### src/adc_bus_pkg.sv
package adc_bus_pkg;

  // ----------------------------------------------------------------
  // Widths
  // ----------------------------------------------------------------
  localparam int RES_W  = 18;
  localparam int DATA_W = 32;
  localparam int ADDR_W = 12;
  localparam int CFG_W  = 3;

  // ----------------------------------------------------------------
  // Register byte offsets
  // ----------------------------------------------------------------
  localparam logic [ADDR_W-1:0] OFS_RESULT = 12'h000;
  localparam logic [ADDR_W-1:0] OFS_CONFIG = 12'h004;
  localparam logic [ADDR_W-1:0] OFS_STATUS = 12'h008;
  localparam logic [ADDR_W-1:0] OFS_PINS   = 12'h00c;

  // ----------------------------------------------------------------
  // Serial configuration register fields
  // ----------------------------------------------------------------
  localparam int CFG_REF_PD = 0;
  localparam int CFG_BUF_PD = 1;
  localparam int CFG_CODING = 2;

  // ----------------------------------------------------------------
  // Status register fields
  // ----------------------------------------------------------------
  localparam int ST_MODE_LSB   = 0;
  localparam int ST_BUS_EN     = 2;
  localparam int ST_REF_EN     = 3;
  localparam int ST_BUF_EN     = 4;
  localparam int ST_SW_CFG     = 5;
  localparam int ST_ABORT      = 6;
  localparam int ST_BUF_MISUSE = 7;
  localparam int ST_CODING     = 8;

  // ----------------------------------------------------------------
  // Reset values
  // ----------------------------------------------------------------
  localparam logic [RES_W-1:0] RESULT_RST = 18'h00000;
  localparam logic [CFG_W-1:0] CFG_RST    = 3'h0;
  localparam logic [RES_W-1:0] OE_N_RST   = 18'h3ffff;

  // ----------------------------------------------------------------
  // Interface modes
  // ----------------------------------------------------------------
  localparam logic [1:0] MODE_PAR18  = 2'h0;
  localparam logic [1:0] MODE_WORD16 = 2'h1;
  localparam logic [1:0] MODE_BYTE8  = 2'h2;
  localparam logic [1:0] MODE_SERIAL = 2'h3;

  // ----------------------------------------------------------------
  // AXI responses
  // ----------------------------------------------------------------
  localparam logic [1:0] RESP_OKAY   = 2'h0;
  localparam logic [1:0] RESP_SLVERR = 2'h2;

endpackage

### src/adc_output_bus_mux.sv
// Function
// - Mode 0 drives all eighteen lines, line n carries result bit n.
// - Mode 1: line 0 coding, line 1 word select; high or low word.
// - Mode 2: lines 1-2 pick byte on lines 10-17; lines 3-9 released.
// - Mode 3: lines 0-1 inputs, line 2 released, upper lines for serial.
// - Mode 3 with software config: settings come from config register.
// - Internal reference on while its power-down input is low.
// - Bus driven only while read strobe and chip select are both low.
// - Reset pin falling edge clears result and config registers; high aborts conversion.
//
// Local design decisions: the AXI4-Lite interface to the registers and the placing of the registers.
`timescale 1ns/1ps
`default_nettype none

module adc_output_bus_mux
  import adc_bus_pkg::*;
(
  // Clock and reset
  input  wire logic              aclk,
  input  wire logic              aresetn,
  // AXI4-Lite write address
  input  wire logic [ADDR_W-1:0] s_axi_awaddr,
  input  wire logic              s_axi_awvalid,
  output logic                   s_axi_awready,
  // AXI4-Lite write data
  input  wire logic [DATA_W-1:0] s_axi_wdata,
  input  wire logic [3:0]        s_axi_wstrb,
  input  wire logic              s_axi_wvalid,
  output logic                   s_axi_wready,
  // AXI4-Lite write response
  output logic [1:0]             s_axi_bresp,
  output logic                   s_axi_bvalid,
  input  wire logic              s_axi_bready,
  // AXI4-Lite read address
  input  wire logic [ADDR_W-1:0] s_axi_araddr,
  input  wire logic              s_axi_arvalid,
  output logic                   s_axi_arready,
  // AXI4-Lite read data
  output logic [DATA_W-1:0]      s_axi_rdata,
  output logic [1:0]             s_axi_rresp,
  output logic                   s_axi_rvalid,
  input  wire logic              s_axi_rready,
  // Control pins
  input  wire logic              iface_sel_hi,
  input  wire logic              iface_sel_lo,
  input  wire logic              rd_n,
  input  wire logic              cs_n,
  input  wire logic              reset_pin,
  input  wire logic              ref_powerdown,
  input  wire logic              refbuf_powerdown,
  input  wire logic              config_sel_a,
  // Data bus pins
  input  wire logic [RES_W-1:0]  d_in,
  output logic [RES_W-1:0]       d_out,
  output logic [RES_W-1:0]       d_oe_n,
  // Analog and converter controls
  output logic                   ref_enable,
  output logic                   refbuf_enable,
  output logic                   conv_abort
);

  // ----------------------------------------------------------------
  // Pin synchronisers
  // ----------------------------------------------------------------
  localparam int CTL_W = 8;

  logic [CTL_W-1:0] ctl_s;
  logic [RES_W-1:0] din_s;
  logic [1:0]       mode_s;
  logic             rd_n_s;
  logic             cs_n_s;
  logic             rst_pin_s;
  logic             ref_pd_s;
  logic             buf_pd_s;
  logic             cfg_sel_s;

  pin_sync #(
    .W       (CTL_W),
    .RST_VAL (8'h0c)
  ) u_ctl_sync (
    .aclk     (aclk),
    .aresetn  (aresetn),
    .async_in ({config_sel_a, refbuf_powerdown, ref_powerdown, reset_pin,
                cs_n, rd_n, iface_sel_hi, iface_sel_lo}),
    .sync_out (ctl_s)
  );

  pin_sync #(
    .W       (RES_W),
    .RST_VAL (18'h00000)
  ) u_din_sync (
    .aclk     (aclk),
    .aresetn  (aresetn),
    .async_in (d_in),
    .sync_out (din_s)
  );

  assign mode_s    = ctl_s[1:0];
  assign rd_n_s    = ctl_s[2];
  assign cs_n_s    = ctl_s[3];
  assign rst_pin_s = ctl_s[4];
  assign ref_pd_s  = ctl_s[5];
  assign buf_pd_s  = ctl_s[6];
  assign cfg_sel_s = ctl_s[7];

  // ----------------------------------------------------------------
  // Reset pin edge
  // ----------------------------------------------------------------
  logic rst_pin_q;
  logic rst_fall;

  always_ff @(posedge aclk) begin
    if (!aresetn) begin
      rst_pin_q <= 1'b0;
    end else begin
      rst_pin_q <= rst_pin_s;
    end
  end

  assign rst_fall = rst_pin_q && !rst_pin_s;

  always_ff @(posedge aclk) begin
    if (!aresetn) begin
      conv_abort <= 1'b0;
    end else begin
      conv_abort <= rst_pin_s;
    end
  end

  // ----------------------------------------------------------------
  // AXI write channel
  // ----------------------------------------------------------------
  logic [ADDR_W-1:0] waddr_q;
  logic [DATA_W-1:0] wdata_q;
  logic [3:0]        wstrb_q;
  logic              aw_have_q;
  logic              w_have_q;
  logic              wr_fire;
  logic              wr_hit;
  logic [RES_W-1:0]  result_q;
  logic [CFG_W-1:0]  cfg_q;

  assign wr_fire = aw_have_q && w_have_q && !s_axi_bvalid;
  assign wr_hit  = (waddr_q[ADDR_W-1:2] == OFS_RESULT[ADDR_W-1:2]) ||
                   (waddr_q[ADDR_W-1:2] == OFS_CONFIG[ADDR_W-1:2]);

  always_ff @(posedge aclk) begin
    if (!aresetn) begin
      s_axi_awready <= 1'b1;
      aw_have_q     <= 1'b0;
      waddr_q       <= '0;
    end else if (s_axi_awready && s_axi_awvalid) begin
      s_axi_awready <= 1'b0;
      aw_have_q     <= 1'b1;
      waddr_q       <= s_axi_awaddr;
    end else if (wr_fire) begin
      aw_have_q <= 1'b0;
    end else if (s_axi_bvalid && s_axi_bready) begin
      s_axi_awready <= 1'b1;
    end
  end

  always_ff @(posedge aclk) begin
    if (!aresetn) begin
      s_axi_wready <= 1'b1;
      w_have_q     <= 1'b0;
      wdata_q      <= '0;
      wstrb_q      <= '0;
    end else if (s_axi_wready && s_axi_wvalid) begin
      s_axi_wready <= 1'b0;
      w_have_q     <= 1'b1;
      wdata_q      <= s_axi_wdata;
      wstrb_q      <= s_axi_wstrb;
    end else if (wr_fire) begin
      w_have_q <= 1'b0;
    end else if (s_axi_bvalid && s_axi_bready) begin
      s_axi_wready <= 1'b1;
    end
  end

  always_ff @(posedge aclk) begin
    if (!aresetn) begin
      s_axi_bvalid <= 1'b0;
      s_axi_bresp  <= RESP_OKAY;
    end else if (wr_fire) begin
      s_axi_bvalid <= 1'b1;
      s_axi_bresp  <= wr_hit ? RESP_OKAY : RESP_SLVERR;
    end else if (s_axi_bready) begin
      s_axi_bvalid <= 1'b0;
    end
  end

  // ----------------------------------------------------------------
  // Result and configuration registers
  // ----------------------------------------------------------------
  always_ff @(posedge aclk) begin
    if (!aresetn || rst_fall) begin
      result_q <= RESULT_RST;
    end else if (wr_fire && waddr_q[ADDR_W-1:2] == OFS_RESULT[ADDR_W-1:2]) begin
      if (wstrb_q[0]) result_q[7:0]   <= wdata_q[7:0];
      if (wstrb_q[1]) result_q[15:8]  <= wdata_q[15:8];
      if (wstrb_q[2]) result_q[17:16] <= wdata_q[17:16];
    end
  end

  always_ff @(posedge aclk) begin
    if (!aresetn || rst_fall) begin
      cfg_q <= CFG_RST;
    end else if (wr_fire && waddr_q[ADDR_W-1:2] == OFS_CONFIG[ADDR_W-1:2]) begin
      if (wstrb_q[0]) cfg_q <= wdata_q[CFG_W-1:0];
    end
  end

  // ----------------------------------------------------------------
  // Effective configuration
  // ----------------------------------------------------------------
  logic sw_cfg;
  logic ref_pd_eff;
  logic buf_pd_eff;
  logic coding_eff;
  logic buf_misuse;

  assign sw_cfg     = (mode_s == MODE_SERIAL) && !cfg_sel_s;
  assign ref_pd_eff = sw_cfg ? cfg_q[CFG_REF_PD] : ref_pd_s;
  assign buf_pd_eff = sw_cfg ? cfg_q[CFG_BUF_PD] : buf_pd_s;
  // Line 0 is data in mode 0, so coding then comes from the register
  assign coding_eff = (sw_cfg || mode_s == MODE_PAR18) ? cfg_q[CFG_CODING]
                                                        : din_s[0];
  // Internal reference in use with its buffer powered down
  assign buf_misuse = !ref_pd_eff && buf_pd_eff;

  always_ff @(posedge aclk) begin
    if (!aresetn) begin
      ref_enable    <= 1'b0;
      refbuf_enable <= 1'b0;
    end else begin
      ref_enable    <= !ref_pd_eff;
      refbuf_enable <= !buf_pd_eff;
    end
  end

  // ----------------------------------------------------------------
  // Output bus
  // ----------------------------------------------------------------
  logic [RES_W-1:0] coded;
  logic [RES_W-1:0] lane_data;
  logic [RES_W-1:0] lane_drive;
  logic             bus_en;

  // Low coding select gives two's complement: MSB inverted
  assign coded  = {result_q[RES_W-1] ^ !coding_eff, result_q[RES_W-2:0]};
  assign bus_en = !rd_n_s && !cs_n_s;

  bus_lane_map u_map (
    .mode           (mode_s),
    .word_select    (din_s[1]),
    .byte_select_hi (din_s[2]),
    .word           (coded),
    .lane_data      (lane_data),
    .lane_drive     (lane_drive)
  );

  always_ff @(posedge aclk) begin
    if (!aresetn) begin
      d_out  <= '0;
      d_oe_n <= OE_N_RST;
    end else begin
      d_out  <= bus_en ? (lane_data & lane_drive) : '0;
      d_oe_n <= bus_en ? ~lane_drive : OE_N_RST;
    end
  end

  // ----------------------------------------------------------------
  // AXI read channel
  // ----------------------------------------------------------------
  logic [DATA_W-1:0] status_w;

  always_comb begin
    status_w                              = '0;
    status_w[ST_MODE_LSB+1:ST_MODE_LSB]   = mode_s;
    status_w[ST_BUS_EN]                   = bus_en;
    status_w[ST_REF_EN]                   = !ref_pd_eff;
    status_w[ST_BUF_EN]                   = !buf_pd_eff;
    status_w[ST_SW_CFG]                   = sw_cfg;
    status_w[ST_ABORT]                    = rst_pin_s;
    status_w[ST_BUF_MISUSE]               = buf_misuse;
    status_w[ST_CODING]                   = coding_eff;
  end

  always_ff @(posedge aclk) begin
    if (!aresetn) begin
      s_axi_arready <= 1'b1;
      s_axi_rvalid  <= 1'b0;
      s_axi_rdata   <= '0;
      s_axi_rresp   <= RESP_OKAY;
    end else if (s_axi_arready && s_axi_arvalid) begin
      s_axi_arready <= 1'b0;
      s_axi_rvalid  <= 1'b1;
      s_axi_rresp   <= RESP_OKAY;
      case (s_axi_araddr[ADDR_W-1:2])
        OFS_RESULT[ADDR_W-1:2]: s_axi_rdata <= {14'h0000, result_q};
        OFS_CONFIG[ADDR_W-1:2]: s_axi_rdata <= {29'h00000000, cfg_q};
        OFS_STATUS[ADDR_W-1:2]: s_axi_rdata <= status_w;
        OFS_PINS[ADDR_W-1:2]:   s_axi_rdata <= {14'h0000, din_s};
        default: begin
          s_axi_rdata <= '0;
          s_axi_rresp <= RESP_SLVERR;
        end
      endcase
    end else if (s_axi_rvalid && s_axi_rready) begin
      s_axi_rvalid  <= 1'b0;
      s_axi_arready <= 1'b1;
    end
  end

endmodule

`default_nettype wire

### src/bus_lane_map.sv
`timescale 1ns/1ps
`default_nettype none

module bus_lane_map
  import adc_bus_pkg::*;
(
  // Selection
  input  wire logic [1:0]       mode,
  input  wire logic             word_select,
  input  wire logic             byte_select_hi,
  // Coded result
  input  wire logic [RES_W-1:0] word,
  // Lane values and drive enables
  output logic      [RES_W-1:0] lane_data,
  output logic      [RES_W-1:0] lane_drive
);

  always_comb begin
    lane_data  = '0;
    lane_drive = '0;
    case (mode)
      MODE_PAR18: begin
        lane_data  = word;
        lane_drive = '1;
      end
      MODE_WORD16: begin
        // Lines 0 and 1 stay inputs
        lane_drive = 18'h3fffc;
        if (!word_select) begin
          lane_data[17:2] = word[17:2];
        end else begin
          lane_data[3:2] = word[1:0];
        end
      end
      MODE_BYTE8: begin
        // Lines 1..2 select, 3..9 released
        lane_drive = 18'h3fc00;
        case ({word_select, byte_select_hi})
          2'h0: lane_data[17:10] = word[17:10];
          2'h1: lane_data[17:10] = word[9:2];
          2'h2: lane_data[11:10] = word[1:0];
          default: lane_data[17:16] = word[1:0];
        endcase
      end
      default: begin
        // Upper lines belong to the serial engine; none driven here
        lane_drive = '0;
      end
    endcase
  end

endmodule

`default_nettype wire

### src/pin_sync.sv
`timescale 1ns/1ps
`default_nettype none

module pin_sync #(
  parameter int         W       = 1,
  parameter logic [W-1:0] RST_VAL = '0
) (
  // Clock and reset
  input  wire logic         aclk,
  input  wire logic         aresetn,
  // Asynchronous levels in, synchronised levels out
  input  wire logic [W-1:0] async_in,
  output logic      [W-1:0] sync_out
);

  logic [W-1:0] meta_q;

  always_ff @(posedge aclk) begin
    if (!aresetn) begin
      meta_q   <= RST_VAL;
      sync_out <= RST_VAL;
    end else begin
      meta_q   <= async_in;
      sync_out <= meta_q;
    end
  end

endmodule

`default_nettype wire
### config.mk
export PLATFORM = sky130hd
export DESIGN_NAME = adc_output_bus_mux
export DESIGN_NICKNAME = d
export VERILOG_FILES = /design/src/adc_bus_pkg.sv /design/src/adc_output_bus_mux.sv /design/src/bus_lane_map.sv /design/src/pin_sync.sv
export SDC_FILE = /design/constraint.sdc
export NUM_CORES = 1
export LEC_CHECK = 0
export BUFFER_PORTS_ARGS = -buffer_cell sky130_fd_sc_hd__buf_2
export CAP_MARGIN = 20
export CORE_MARGIN = 3
export CORE_UTILIZATION = 51
export CTS_CLUSTER_SIZE = 30
export DETAILED_ROUTE_END_ITERATION = 6
export HOLD_SLACK_MARGIN = 0.03
export PLACE_DENSITY_LB_ADDON = 0.05
export SLEW_MARGIN = 20
export SYNTH_ARGS = -nofsm -noshare
export SYNTH_HDL_FRONTEND = slang
export SYNTH_SLANG_ARGS = --single-unit
### constraint.sdc
create_clock -name aclk -period 1.9 [get_ports aclk]
set_input_delay 0.475 -clock aclk [delete_from_list [all_inputs] [get_ports aclk]]
set_output_delay 0.475 -clock aclk [all_outputs]
set_load 0.01 [all_outputs]
==> results.toml <==
[layout]
layout.cells.non_filler = 876
finalNetCount = 816
layout.cell_area.non_filler_mm2 = 0.00703
syn2layout_area_growth_pct = 22.1
n_antenna_cell = 0
post_route_cells_drive_above_1_share = 0.272

[clock_tree]
numClockSinks = 155
insertion_delay_ns = 0.42
cts_root_buf = "clkbuf_16"
clk_transition_reported_paths_ns = 0.06
ctsHtreeMaxLevel = 4
cts_made_buffers = 17
clock_tree.buffer_depth = 2
tritoncts = "yes"
cts_repair_resize_count = 0

[yosys]
async_flop_share = 0
synthMostInstantiatedCell = "dfxtp_1"
syn_inst_count = 596
synthDominantCellAreaShare = 0.539
yosysTopAreaCell = "dfxtp_1"
syn-mean-instance-area_um2 = 9.65
postSynthRegisterBits = 155
synthTopCellsByArea = "dfxtp_1, and2_1, nand2_1"
synth.distinct_cells = 45
yosysWarningCount = 0
ys_top_cells_by_count = "dfxtp_1, nand2_1, and2_1, nor2_1, a21boi_0"
synthesis.area_mm2 = 0.00575
synth_edf_count = 0
ys_seq_area_frac = 0.539
dominant_register_cell_in_the_synthesized_netlist = "dfxtp_1"

[timing]
fraction_of_the_cycle_the_final_worst_path_needs = 0.894
final-max-slew-violation-count = 0
final_critical_path_setup_slack_ns = 0.201
final_period_minus_worst_setup_slack_ns = 1.70
clock.fmax_ghz = 0.589
final-hold-violation-count = 0
timing.slew.headroom = 0.526
skew_ns = 0.0103
tightest_slew_ns = 0.710
hold-worst-slack_ns = 0.257
finalSetupViolations = 0
rsz0062_at_grt = "false"

[floorplan]
core_area_mm2 = 0.0109
die_width_um = 112
initial_utilization = 0.526
die_height_um = 112
die-area_mm2 = 0.0126
std_cell_rows = 38
floorplan.io_pins = 173

[setup_path]
timing.critical_path.to_type = "flop"
path_delay_family = "simple AND/OR/NAND/NOR gates"
critical_path.max_fanout = 4
series_of_cell_instances_along_the_critical_path = "nor3_1 -> nand4_2 -> buf_4 -> nor3b_2 -> mux2i_1 -> nor2_1"
worst_r2r_startpoint = "waddr_q[8]"
timing.critical_path.buf_inv = 1
worst_setup_path_endpoint = "result_q[17]"
cp_data_arrival_time_ns = 2.00
crit_cells = 6
worstPathRequired_ns = 2.20
r2r.worst_path.cells = 6
critPathMaxStageDelay_ns = 0.31
reg2reg_setup_slack_ns = 0.20
worst-setup-path-type = "reg2reg"
slowest_stage = "dfxtp_1"
crit_path_start_kind = "flop"
worstReg2RegEnd = "result_q[17]"
cp-startpoint = "waddr_q[8]"

[drt]
drt-initial-drc-count = 205
detail_route.first_pass.iterations = 4
avg_wl_per_cell_um = 14.5
residual_drc = 0
final_antenna_net_count = 0
detailroute.via_count = 4325
route.final.wire_length_um = 12700
drt-vias-per-instance = 4.94

[power]
power.density_cell_area_mw_per_mm2 = 1010
p_leak_nw = 2.96
design_power_total_w = 0.00710
vdd_drop_max_mv = 0.751

[job]
max_cap_viol_count = 0

[grt]
first_global_vias = 4210
groute.usage.overall = 0.210
overall_overflow_remaining_after_global_route = 0
initial_antenna_violation_count = 0
grt_max_degree = 116
global_route_wire_length_before_repair_um = 20900

[status]
status = "completed"

[place]
dpl-instance-area_mm2 = 0.00643
dpl.hpwl_um = 9440
numPortBuffers = 137
placed_cells_incl_taps = 843
preCtsSetupSlack_ns = -0.202
globalplace.congestion = 0.866

[hold_path]
hold_path_class = "in2reg"
## logic make-up (layout without fill, tap and decap cells)
family | count (synthesis) | count (layout) | synth area share
compound gates | 110 | 110 | 0.125
xor+xnor | 1 | 1 | 0.00152
buf+inv | 67 | 192 | 0.0694
flops | 155 | 155 | 0.539
mux | 26 | 26 | 0.0524
other cells | 1 | 16 | 0.000652
simple gates | 236 | 236 | 0.211
## worst min-delay path by stage
stage / start / endpoint / slack [ns] / cells past startpoint
3_5_place_dp: u_ctl_sync.meta_q[2] / u_ctl_sync.sync_out[2] / 0.41 / 1
6_report: cs_n / u_ctl_sync.meta_q[3] / 0.26 / 2
3_3_place_gp: u_ctl_sync.meta_q[2] / u_ctl_sync.sync_out[2] / 0.41 / 1
5_1_grt: d_in[3] / u_din_sync.meta_q[3] / 0.24 / 2
2_1_floorplan: u_ctl_sync.meta_q[2] / u_ctl_sync.sync_out[2] / 0.39 / 1
4_1_cts: cs_n / u_ctl_sync.meta_q[3] / 0.23 / 2
## metrics by stage
stage | utilization | setup TNS [ns]
6_report | 0.642 | 0
3_3_place_gp | 0.588 | -1.01
4_1_cts | 0.642 | 0
5_1_grt | 0.642 | 0
3_5_place_dp | 0.588 | -2.52
2_1_floorplan | - | 0
## layer usage
layer / vias up / GRT usage / share of wire
met5: - / 0 / 0
met4: 0 / 0.0537 / 0.0052
met3: 6 / 0.0733 / 0.081
met2: 149 / 0.346 / 0.47
met1: 1986 / 0.264 / 0.44
li1: 2184 / - / -
## where the power goes
group | switching [W] | leakage, nW | total, W | internal, W
Combinational | 0.000214 | 1.40 | 0.000394 | 0.000180
Sequential | 0.0000569 | 1.27 | 0.00342 | 0.00336
Clock | 0.00131 | 0.285 | 0.00329 | 0.00198
## cells in the final DEF (no fill, tap or decap), types with 2 or more instances in the layout
cell / n
nand3_1: 8
nor2b_1: 7
conb_1: 16
mux4_2: 3
inv_6: 2
a21oi_1: 17
nor3_1: 2
bufinv_16: 2
buf_4: 17
nand2b_1: 9
clkinv_2: 4
clkinvlp_4: 2
a22oi_1: 18
clkbuf_16: 17
buf_2: 137
o21ai_1: 2
a21boi_0: 34
dfxtp_1: 155
and2_1: 73
mux2i_1: 20
nand3b_1: 2
o21ai_0: 28
clkinv_4: 2
nor3b_2: 3
inv_1: 5
a22o_1: 4
nor2_1: 34
mux2_2: 3
nand2_1: 87
## registers in the layout, summed over array words and instances, names as in the netlist, 8 cells and up
signal               count
waddr_q                 10
wdata_q                 18
u_ctl_sync.sync_out      8
u_din_sync.meta_q       18
result_q                18
d_out                   18
u_ctl_sync.meta_q        8
u_din_sync.sync_out     18
s_axi_rdata             18
## worst register-to-register path, cell delays in order (launching register included)
cell and delay, ns:
dfxtp_1 0.31, nor3_1 0.31, nand4_2 0.23, buf_4 0.21, nor3b_2 0.26, mux2i_1 0.22, nor2_1 0.05
## area by class of cell
| cell class | count | area, µm² |
|---|---|---|
| well taps | 140 | 175 |
| clock inverters | 13 | 141 |
| inverters | 5 | 18.8 |
| flip-flops and latches | 155 | 3100 |
| multi-input cells | 389 | 2310 |
| repair buffers | 155 | 833 |
| fillers | 954 | 3910 |
| clock buffers | 19 | 443 |
## repair_timing
action | in CTS | in global routing
buffers inserted | 0 | 1
endpoints found under the setup margin | 0 | 2
hold buffers | 0 | 0
No activity file was read; power rests on OpenSTA's default activity.
